===== src/hdl/drv_gate_pkg.sv =====
// Package for the output driver enable gate: register map, fields and types.
package drv_gate_pkg;
    localparam logic [9:0] CFG_ADDR = 10'h1c5;
    localparam logic [9:0] STAT_ADDR = 10'h1d2;
    localparam logic [15:0] CFG_RESET = 16'h6000;
    localparam int STAT_BITS = 7;
    // Config field positions.
    localparam int C_MCU = 0;
    localparam int C_CORE0 = 1;
    localparam int C_CORE3 = 4;
    localparam int C_IRET = 5;
    localparam int C_VCCP_IRQ = 6;
    localparam int C_VCC5_IRQ = 7;
    localparam int C_BOOST_IRQ = 8;
    localparam int C_PIN_IRQ = 9;
    localparam int C_OT_IRQ = 10;
    localparam int C_BOOST_DIS = 11;
    localparam int C_BOOST_MON = 12;
    localparam int C_LS7_BYP = 13;
    localparam int C_VCCP_EXT = 14;
    localparam int C_GROUP_BYP = 15;
    // Status field positions.
    localparam int S_VCCP = 0;
    localparam int S_VCC5 = 1;
    localparam int S_BOOST = 2;
    localparam int S_OT = 3;
    localparam int S_PIN_NOW = 4;
    localparam int S_PIN_HIST = 5;
    localparam int S_CLK = 6;
    localparam logic [6:0] STAT_RESET = 7'h21;

    typedef struct packed {
        logic clock_present;
        logic drive_enable_pin;
        logic core_supply_low;
        logic ground_loss;
        logic five_volt_supply_low;
        logic boost_voltage_low;
        logic over_temp;
    } monitor_t;

    typedef struct packed {
        logic wr;
        logic rd;
        logic [9:0] addr;
        logic [15:0] wdata;
    } reg_req_t;

    typedef struct packed {
        logic ls7_clock_check;
        logic ls7_pin_check;
        logic clock_check;
        logic clear_on_read;
    } behav_t;
endpackage


===== src/hdl/output_driver_enable_gate.sv =====
// Driver enable gating, fault status latching and local interrupt routing.
// Overview of operation
// - Low-side 1-6 need pin high, both supplies good, clock if checked.
// - Low-side 7 needs both supplies good; clock and pin checks optional.
// - High-side needs pin, supplies, optional clock and optional boost checks.
// - Seven-bit status register latches every driver-disabling error except a missing clock seen only by the low-side 7 clock check.
// - Pin history bit reads 0 once pin was low since last clear.
// - Live pin bit mirrors the enable pin, never latched.
// - Overtemperature latches but never disables drivers.
// - Core bit latches core undervoltage or ground loss; separate 5 V bit.
// - Clock-missing bit sets only when the missing clock disables drivers.
// - Error bit clears on status write only when the error is gone.
// - Status read also clears error bits when clear-on-read is enabled.
// - Local interrupt from five masked causes: pin, boost, 5 V, core, overtemperature.
// - Local interrupt forwarded to host pin and four cores, each gated.
// - Return mode 0: return request to cores when drivers re-enable.
// - Return mode 1: return request when status register is cleared.
// - Boost-disable enable makes boost undervoltage disable and latch.
// - Boost divider select: 0 divides by 32, 1 divides by 4.
// - Low-side 7 bypass ignores the enable pin.
// - Group bypass frees high-side 5, low-side 3 and 6 from the pin.
// - External core supply bit 1 disables the internal regulator.
// - Strap captured at reset release; inverse overrides during bootstrap init.
// - Serial-port reset leaves the captured strap unchanged.
module output_driver_enable_gate #(
    parameter int HS_COUNT = 5,
    parameter int LS_COUNT = 7
) (
    // Clock and resets.
    input wire logic mclk,
    input wire logic rst_n,
    input wire logic power_on_reset_n,
    input wire logic pin_reset_n,
    // Register port.
    input wire drv_gate_pkg::reg_req_t req,
    output logic [15:0] rdata,
    // Monitors and external configuration.
    input wire drv_gate_pkg::monitor_t mon,
    input wire drv_gate_pkg::behav_t behav,
    input wire logic trace_strap_pin,
    input wire logic bootstrap_init,
    // Driver enables.
    output logic [HS_COUNT-1:0] highside_gate_allow,
    output logic [LS_COUNT-1:0] lowside_gate_allow,
    // Interrupts and regulator control.
    output logic host_interrupt_pin,
    output logic [3:0] core_irq,
    output logic [3:0] core_iret,
    output logic boost_div_by_four,
    output logic core_regulator_off
);
    import drv_gate_pkg::*;

    // Refuse driver counts that the fixed gating terms cannot serve.
    if (HS_COUNT != 5 || LS_COUNT != 7) begin
        $error("Driver counts must be 5 high-side and 7 low-side.");
    end

    logic [15:0] cfg_r;
    logic [6:0] stat_r;
    logic strap_r;
    logic rst_seen_r;
    logic all_on_r;
    logic [HS_COUNT-1:0] hs_nxt;
    logic [LS_COUNT-1:0] ls_nxt;
    logic supplies_ok, clk_ok, boost_ok, pin, core_err;
    logic [6:0] err_now;
    logic cfg_wr, stat_wr, stat_rd, stat_clear;
    logic local_irq;

    assign pin = mon.drive_enable_pin;
    assign core_err = mon.core_supply_low | mon.ground_loss;
    assign supplies_ok = !core_err && !mon.five_volt_supply_low;
    assign clk_ok = mon.clock_present || !behav.clock_check;
    assign boost_ok = !(mon.boost_voltage_low && cfg_r[C_BOOST_DIS]);
    assign cfg_wr = req.wr && req.addr == CFG_ADDR;
    assign stat_wr = req.wr && req.addr == STAT_ADDR;
    assign stat_rd = req.rd && req.addr == STAT_ADDR;
    assign stat_clear = stat_wr || (stat_rd && behav.clear_on_read);

    always_comb begin
        for (int i = 0; i < LS_COUNT; i++) begin
            ls_nxt[i] = supplies_ok && clk_ok && pin;
        end
        // Group bypass on low-side 3 and 6.
        ls_nxt[2] = supplies_ok && clk_ok && (pin || cfg_r[C_GROUP_BYP]);
        ls_nxt[5] = supplies_ok && clk_ok && (pin || cfg_r[C_GROUP_BYP]);
        ls_nxt[6] = supplies_ok
            && (mon.clock_present || !behav.ls7_clock_check)
            && (pin || !behav.ls7_pin_check || cfg_r[C_LS7_BYP]);
        for (int i = 0; i < HS_COUNT; i++) begin
            hs_nxt[i] = supplies_ok && clk_ok && boost_ok && pin;
        end
        hs_nxt[4] = supplies_ok && clk_ok && boost_ok && (pin || cfg_r[C_GROUP_BYP]);
    end

    always_ff @(posedge mclk) begin
        if (!rst_n) begin
            highside_gate_allow <= '0;
            lowside_gate_allow <= '0;
        end else begin
            highside_gate_allow <= hs_nxt;
            lowside_gate_allow <= ls_nxt;
        end
    end

    always_ff @(posedge mclk) begin
        if (!rst_n) begin
            cfg_r <= CFG_RESET;
        end else if (cfg_wr) begin
            cfg_r <= req.wdata;
        end
    end

    always_comb begin
        err_now = '0;
        err_now[S_VCCP] = core_err;
        err_now[S_VCC5] = mon.five_volt_supply_low;
        err_now[S_BOOST] = mon.boost_voltage_low && cfg_r[C_BOOST_DIS];
        err_now[S_OT] = mon.over_temp;
        err_now[S_CLK] = !mon.clock_present && behav.clock_check;
    end

    // Status latching; error set wins over clear, pin low wins over history set.
    always_ff @(posedge mclk) begin
        if (!rst_n) begin
            stat_r <= STAT_RESET;
        end else begin
            for (int i = 0; i < STAT_BITS; i++) begin
                if (i == S_PIN_NOW) begin
                    stat_r[i] <= pin;
                end else if (i == S_PIN_HIST) begin
                    if (!pin) begin
                        stat_r[i] <= 1'b0;
                    end else if (stat_clear) begin
                        stat_r[i] <= 1'b1;
                    end
                end else if (err_now[i]) begin
                    stat_r[i] <= 1'b1;
                end else if (stat_clear) begin
                    stat_r[i] <= 1'b0;
                end
            end
        end
    end

    always_ff @(posedge mclk) begin
        if (!rst_n) begin
            rdata <= '0;
        end else if (req.rd) begin
            if (req.addr == CFG_ADDR) begin
                rdata <= cfg_r;
            end else if (req.addr == STAT_ADDR) begin
                rdata <= {9'h000, stat_r};
            end else begin
                rdata <= '0;
            end
        end
    end

    assign local_irq = (!pin && cfg_r[C_PIN_IRQ])
        || (mon.boost_voltage_low && cfg_r[C_BOOST_IRQ])
        || (mon.five_volt_supply_low && cfg_r[C_VCC5_IRQ])
        || (core_err && cfg_r[C_VCCP_IRQ])
        || (mon.over_temp && cfg_r[C_OT_IRQ]);

    always_ff @(posedge mclk) begin
        if (!rst_n) begin
            host_interrupt_pin <= 1'b0;
            core_irq <= '0;
        end else begin
            host_interrupt_pin <= local_irq && cfg_r[C_MCU];
            core_irq <= {4{local_irq}} & cfg_r[C_CORE3:C_CORE0];
        end
    end

    always_ff @(posedge mclk) begin
        if (!rst_n) begin
            all_on_r <= 1'b0;
            core_iret <= '0;
        end else begin
            all_on_r <= &{hs_nxt, ls_nxt};
            if (cfg_r[C_IRET]) begin
                core_iret <= {4{stat_clear}};
            end else begin
                core_iret <= {4{(&{hs_nxt, ls_nxt}) && !all_on_r}};
            end
        end
    end

    // Strap captured on hard reset release only.
    always_ff @(posedge mclk) begin
        if (!power_on_reset_n || !pin_reset_n) begin
            rst_seen_r <= 1'b1;
        end else begin
            rst_seen_r <= 1'b0;
        end
    end

    always_ff @(posedge mclk) begin
        if (rst_seen_r && power_on_reset_n && pin_reset_n) begin
            strap_r <= trace_strap_pin;
        end
    end

    assign boost_div_by_four = cfg_r[C_BOOST_MON];
    assign core_regulator_off = bootstrap_init ? !strap_r : cfg_r[C_VCCP_EXT];
endmodule


===== config.mk =====
export PLATFORM = sky130hd
export DESIGN_NAME = output_driver_enable_gate
export DESIGN_NICKNAME = d
export VERILOG_FILES = /design/src/hdl/drv_gate_pkg.sv /design/src/hdl/output_driver_enable_gate.sv
export SDC_FILE = /design/constraint.sdc
export NUM_CORES = 1
export LEC_CHECK = 0
export BUFFER_PORTS_ARGS = -buffer_cell sky130_fd_sc_hd__buf_4
export CAP_MARGIN = 0
export CELL_PAD_IN_SITES_DETAIL_PLACEMENT = 0
export CELL_PAD_IN_SITES_GLOBAL_PLACEMENT = 1
export CORE_ASPECT_RATIO = 2
export CORE_MARGIN = 2
export CORE_UTILIZATION = 34
export CTS_CLUSTER_SIZE = 8
export DETAILED_ROUTE_END_ITERATION = 10
export GPL_TIMING_DRIVEN = 0
export PLACE_DENSITY_LB_ADDON = 0.2
export RECOVER_POWER = 100
export SETUP_SLACK_MARGIN = 0.5
export SLEW_MARGIN = 25
export SYNTH_ARGS = -nofsm -noshare
export SYNTH_HDL_FRONTEND = slang
export SYNTH_SLANG_ARGS = --single-unit
export TNS_END_PERCENT = 10

===== constraint.sdc =====
create_clock -name mclk -period 2 [get_ports mclk]
set_clock_uncertainty 0.1 [all_clocks]
set_input_delay 0.5 -clock mclk [delete_from_list [all_inputs] [get_ports mclk]]
set_output_delay 0.5 -clock mclk [all_outputs]
set_load 0.005 [all_outputs]

==> flow_summary.json, run 1 <==
{
  "hold_path_class": "primary input to flip-flop",
  "cts_tree": "built",
  "htreeDepth": 2,
  "r2r-start": "cfg_r[8]",
  "status": "completed",
  "startpoint_type": "primary input",
  "nets": 375,
  "vias_per_cell": 5.01,
  "critical-path-slowest-cell": "a31oi_1",
  "reg2reg_slack_ps": 750,
  "die_h_um": 115,
  "setup_tns_ps": 0,
  "cp.required_ps": 2130,
  "relSlewSlack_pct": 62.8,
  "report.final.setup_viol": 0,
  "synthToLayoutAreaGrowth_pct": 41.4,
  "synthesis.nets": 284,
  "layout_setup_ws_ps": 331,
  "grt_pass1_wl_um": 9250,
  "synth_warnings": 0,
  "min_from": "pin_reset_n",
  "grt_max_degree": 16,
  "worst_hold_slack_ps": 268,
  "wl_per_cell_um": 15.2,
  "rsz0062_at_grt": "true",
  "wl_um": 5970,
  "overflow": 0,
  "cp_top_family": "buffers and inverters",
  "irDropWorstVdd_v": 0.000588,
  "ff2ff_path_depth": 3,
  "stdcell_area_um2": 2940,
  "route.detailed.drc": 0,
  "dpl_cell_area_um2": 2780,
  "critPathMaxFanout": 9,
  "syn_area_um2": 2080,
  "insertion_delay_ps": 290,
  "ys_ff_latch": 53,
  "clockBufferDepth": 2,
  "drive_gt1_share_pct": 32.1,
  "p_per_area_nw_per_um2": 731,
  "min_period_ps": 1670,
  "grt_use_total_pct": 18.5,
  "hpwl_um": 4430,
  "gp_congestion": 0.796,
  "numCtsBuffers": 5,
  "tightest_slew_ps": 558,
  "cts_num_sinks": 53,
  "rows": 40,
  "synth_seq_area_share_pct": 51.4,
  "path_cells": "clkbuf_1, clkinv_1, a31oi_1, and2_0",
  "whs_path_depth": 2,
  "r2r_end": "core_irq[0]",
  "yosysUniqueCellTypes": 30,
  "hold_viol": 0,
  "p_leak_nw": 1.24,
  "dpl_worst_slack_ps": 102,
  "ios": 84,
  "port_buffers": 81,
  "finalCritPeriodShare_pct": 83.5,
  "ant_nets": 0,
  "antenna_found_initial": 0,
  "holdPathEnd": "rst_seen_r",
  "die_area_um2": 6800,
  "maxSlewViolCount": 0,
  "antennaDiodeCount": 0,
  "end_kind": "flip-flop",
  "slowest_delay_ps": 470,
  "clk_transition_reported_paths_ps": 70,
  "path_buf_inv": 2,
  "multiInputGateArea_um2": 830,
  "netlist_instances": 239,
  "grt_pass1_vias": 1914,
  "fillCellCount": 611,
  "fp.dieW_um": 59.3,
  "avgSynthCellArea_um2": 8.71,
  "fmax_mhz": 599,
  "coreArea_um2": 5960,
  "seqCellArea_um2": 1070,
  "drt-initial-drc-count": 65,
  "initial_utilization_pct": 35.0,
  "vias": 1968,
  "cp.arrival_ps": 1800,
  "cts_root_buf": "clkbuf_16",
  "hold_buffers": 0,
  "worstSetupPathType": "primary input to flip-flop",
  "firstDrtPassIters": 4,
  "cap_violations": 0
}
==> how the worst max path moves through the flow <==
stage	to	slack [ps]	start	depth (start not counted)
finish	core_irq[0]	330	rst_n	4
global route	core_irq[0]	230	rst_n	4
CTS	core_regulator_off	430	cfg_r[14]	3
detailed placement	cfg_r[13]	100	req[25]	6
global placement	cfg_r[14]	100	req[25]	6
floorplan	cfg_r[14]	450	req[25]	5
==> cell usage in the layout, fill, tap and decap left out, types with 2 or more instances in the layout <==
master     synthesis  routed
dfxtp_1           52      52
buf_4             11      51
clkbuf_4           0      41
nand2_1           36      36
a21oi_1           29      29
nand3_1           29      29
nand2b_1          12      12
o21ai_0           11      11
clkbuf_1           6      10
a31oi_1            8       8
nor2_1             6       6
clkbuf_16          0       6
inv_1              5       5
and2_0             0       5
and3_1             3       3
buf_6              3       3
buf_2              3       2
and4bb_1           1       2
a22oi_1            2       2
and2_1             7       2
nor2b_1            2       2
o21a_1             2       2
==> through the flow <==
step                cells  utilization (%)  total power (W)
floorplan             239                -          0.00117
global placement      383             46.6          0.00128
detailed placement    383             46.6          0.00128
CTS                   392             49.5          0.00218
global route          393             49.4          0.00224
finish                393             49.4          0.00215
==> worst reg2reg max path, stage by stage (launching register included) <==
cell and delay [ps]:
dfxtp_1 360, a22oi_1 90, a31oi_1 430, and2_0 210
==> metal layers <==
metal,global-route usage [%],vias to the layer above,wire [um]
met5,0,-,0
met4,7.88,0,127
met3,4.18,7,265
met2,33.8,51,3470
met1,19.1,920,2100
li1,-,990,-
==> synth_stat cells, drive strengths merged <==
library cell  instances  area, um2
nand3                29        145
nor2b                 2       12.5
o211ai                1       7.51
nor3                  1       5.00
nand2b               12       75.1
o21ai                11       55.1
and2                  7       43.8
inv                   5       18.8
a22oi                 2       15.0
nand2                36        135
and4b                 1       10.0
nand4                 1       6.26
a31oi                 8       50.1
clkbuf                7       27.5
o31ai                 1       7.51
a21oi                29        145
nand4bb               1       11.3
and3                  3       18.8
edfxtp                1       30.0
dfxtp                52       1040
and4bb                2       25.0
o21a                  2       15.0
buf                  17        131
nor4b                 1       23.8
nor2                  6       22.5
clkinv                1       3.75
==> repair_timing <==
item                       in CTS  in global routing
setup endpoints to repair      22                 48
gates cloned                    0                  0
resized for setup               0                  3
pin swaps                       1                  1
buffers inserted                2                  1
==> layout make-up <==
cell class	instances	share of cell area [%]
plain buffers	24	5.69
inverters	6	0.765
clock inverters	1	0.170
clock buffers	6	5.10
multi-input cells	156	28.2
flip-flops and latches	53	36.4
well taps	63	2.68
repair buffers	84	21.0
==> power breakdown <==
| part | internal, W | switching [W] | leakage (nW) | total, W |
|---|---|---|---|---|
| combinational | 0.0000908 | 0.0000762 | 0.729 | 0.000167 |
| sequential | 0.00108 | 0.00000763 | 0.431 | 0.00108 |
| clock | 0.000531 | 0.000372 | 0.0778 | 0.000903 |
==> flip-flops by register name, summed over array words and instances, names as in the netlist <==
name,flops
rst_seen_r,1
core_iret,1
host_interrupt_pin,1
strap_r,1
rdata,16
all_on_r,1
core_irq,4
cfg_r,16
stat_r,7
highside_gate_allow,2
lowside_gate_allow,3
==> cell families (layout without fill, tap and decap cells) <==
kind of cell	count (synthesis)	after routing	synth area share [%]
compound gates	54	54	14.2
simple gates	102	102	25.7
flops	53	53	51.4
buf+inv	30	121	8.71
Note: power is estimated with default switching activity, not from simulation.
==> inputs of run 2 (changes only) <==
clock period = 1.6 ns   (was 2 ns; I/O delays follow)
==> flow_summary.json, run 2 (synthesis results as in run 1) <==
{
  "clockBufferDepth": 2,
  "reg_top3": "cfg_r (16), rdata (16), stat_r (7)",
  "relSlewSlack_pct": 63.1,
  "hpwl_um": 4490,
  "cts_tree": "built",
  "p_leak_nw": 1.33,
  "ant_nets": 0,
  "cap_violations": 0,
  "grt_use_total_pct": 19.4,
  "seqCellArea_um2": 1070,
  "status": "completed",
  "fmax_mhz": 683,
  "rsz0062_at_grt": "true",
  "fillCellCount": 602,
  "stdcell_area_um2": 3160,
  "path_cells": "nor2_1, a21oi_1, buf_4",
  "slowest_delay_ps": 360,
  "drive_gt1_share_pct": 37.8,
  "hold_path_class": "primary input to flip-flop",
  "firstDrtPassIters": 4,
  "worst_hold_slack_ps": 159,
  "wl_per_cell_um": 15.4,
  "clk_transition_reported_paths_ps": 70,
  "nets": 383,
  "gp_congestion": 0.801,
  "port_buffers": 81,
  "maxSlewViolCount": 0,
  "swShare_pct": 21.5,
  "fp.dieW_um": 59.3,
  "numCtsBuffers": 5,
  "htreeDepth": 2,
  "startpoint_type": "flip-flop",
  "drt-initial-drc-count": 48,
  "die_area_um2": 6800,
  "report.final.setup_viol": 0,
  "hold_viol": 0,
  "finalCritPeriodShare_pct": 91.5,
  "vias": 2031,
  "antenna_found_initial": 0,
  "critical-path-slowest-cell": "dfxtp_1",
  "cp.arrival_ps": 960,
  "initial_utilization_pct": 35.0,
  "combPwrFrac_pct": 7.9,
  "wl_um": 6190,
  "end_kind": "output pin",
  "overflow": 0,
  "setup_tns_ps": 0,
  "cp.required_ps": 1100,
  "seq_power_share_pct": 48.6,
  "antennaDiodeCount": 0,
  "multiInputGateArea_um2": 885,
  "tightest_slew_ps": 551,
  "coreArea_um2": 5960,
  "route.detailed.drc": 0,
  "die_h_um": 115,
  "mostFrequentLayoutCell": "dfxtp_1",
  "cts_num_sinks": 53,
  "grt_pass1_vias": 1927,
  "min_period_ps": 1460,
  "ios": 84,
  "grt_max_degree": 16,
  "insertion_delay_ps": 300,
  "cts_root_buf": "clkbuf_16",
  "dpl_cell_area_um2": 2780,
  "vias_per_cell": 5.05,
  "synthToLayoutAreaGrowth_pct": 51.7,
  "rows": 40,
  "p_clk_share_pct": 43.4,
  "grt_pass1_wl_um": 9600,
  "p_int_w": 0.00219,
  "critPathMaxFanout": 3,
  "worstSetupPathType": "flip-flop to output pin",
  "p_per_area_nw_per_um2": 882,
  "p_switching_w": 0.000600,
  "irDropWorstVdd_v": 0.000619,
  "final_cell_mix": "52 x dfxtp_1, 50 x buf_4, 41 x clkbuf_4"
}
[run 2: timing repair]
| item | 4_1_cts | 5_1_grt |
|---|---|---|
| resized for setup | 19 | 18 |
| setup endpoints to repair | 84 | 86 |
| buffers inserted | 7 | 2 |
| hold buffers | 0 | 0 |
| endpoints found under the hold margin | 0 | 0 |
| pin swaps | 9 | 8 |
| cloned | 2 | 0 |
[run 2: per-layer routing]
layer / GRT usage, % / routed length, um / vias to the layer above
li1: - / - / 1009
met1: 19.6 / 2210 / 956
met2: 35.7 / 3600 / 57
met3: 3.84 / 216 / 9
met4: 9.70 / 161 / 0
met5: 0 / 0 / -
[run 2: layout make-up]
cell class              instances  area share, %
repair buffers                 92           23.6
inverters                       6          0.832
clock buffers                   8           5.31
plain buffers                  24           5.86
flip-flops and latches         53           33.9
well taps                      63           2.50
multi-input cells             156           28.0
[run 2: path summary, 6_finish.rpt]
| check | endpoint | depth (start not counted) | slack, ps | startpoint |
|---|---|---|---|---|
| setup / recovery | core_regulator_off | 3 | 140 | cfg_r[14] |
| hold / removal | rst_seen_r | 2 | 160 | pin_reset_n |
| setup reg to reg | core_irq[0] | 3 | 290 | cfg_r[9] |
| hold reg to reg | core_iret[2] | 1 | 320 | all_on_r |
[run 2: power groups by stage]
stage / combinational, W / sequential (W) / clock [W]
2_1_floorplan: 0.0000729 / 0.00138 / 0
3_3_place_gp: 0.000212 / 0.00138 / 0
3_5_place_dp: 0.000214 / 0.00139 / 0
4_1_cts: 0.000225 / 0.00136 / 0.00123
5_1_grt: 0.000240 / 0.00136 / 0.00127
6_report: 0.000221 / 0.00135 / 0.00121
[run 2: worst max-delay path: cells and delay by family, from the launching register on]
family / cells / cell delay [ps]
AOI/OAI and AO/OA: 1 / 120
buffers and inverters: 1 / 130
DFF: 1 / 360
and+or+nand+nor: 1 / 60
[run 2: metrics by stage]
stage	total power, W	setup slack, ps	util (%)	instances
3_3_place_gp	0.00160	-211	46.6	383
3_5_place_dp	0.00160	-259	46.6	383
6_report	0.00278	137	53.0	402
2_1_floorplan	0.00146	151	-	239
5_1_grt	0.00287	71.6	53.0	402
4_1_cts	0.00281	158	52.8	400
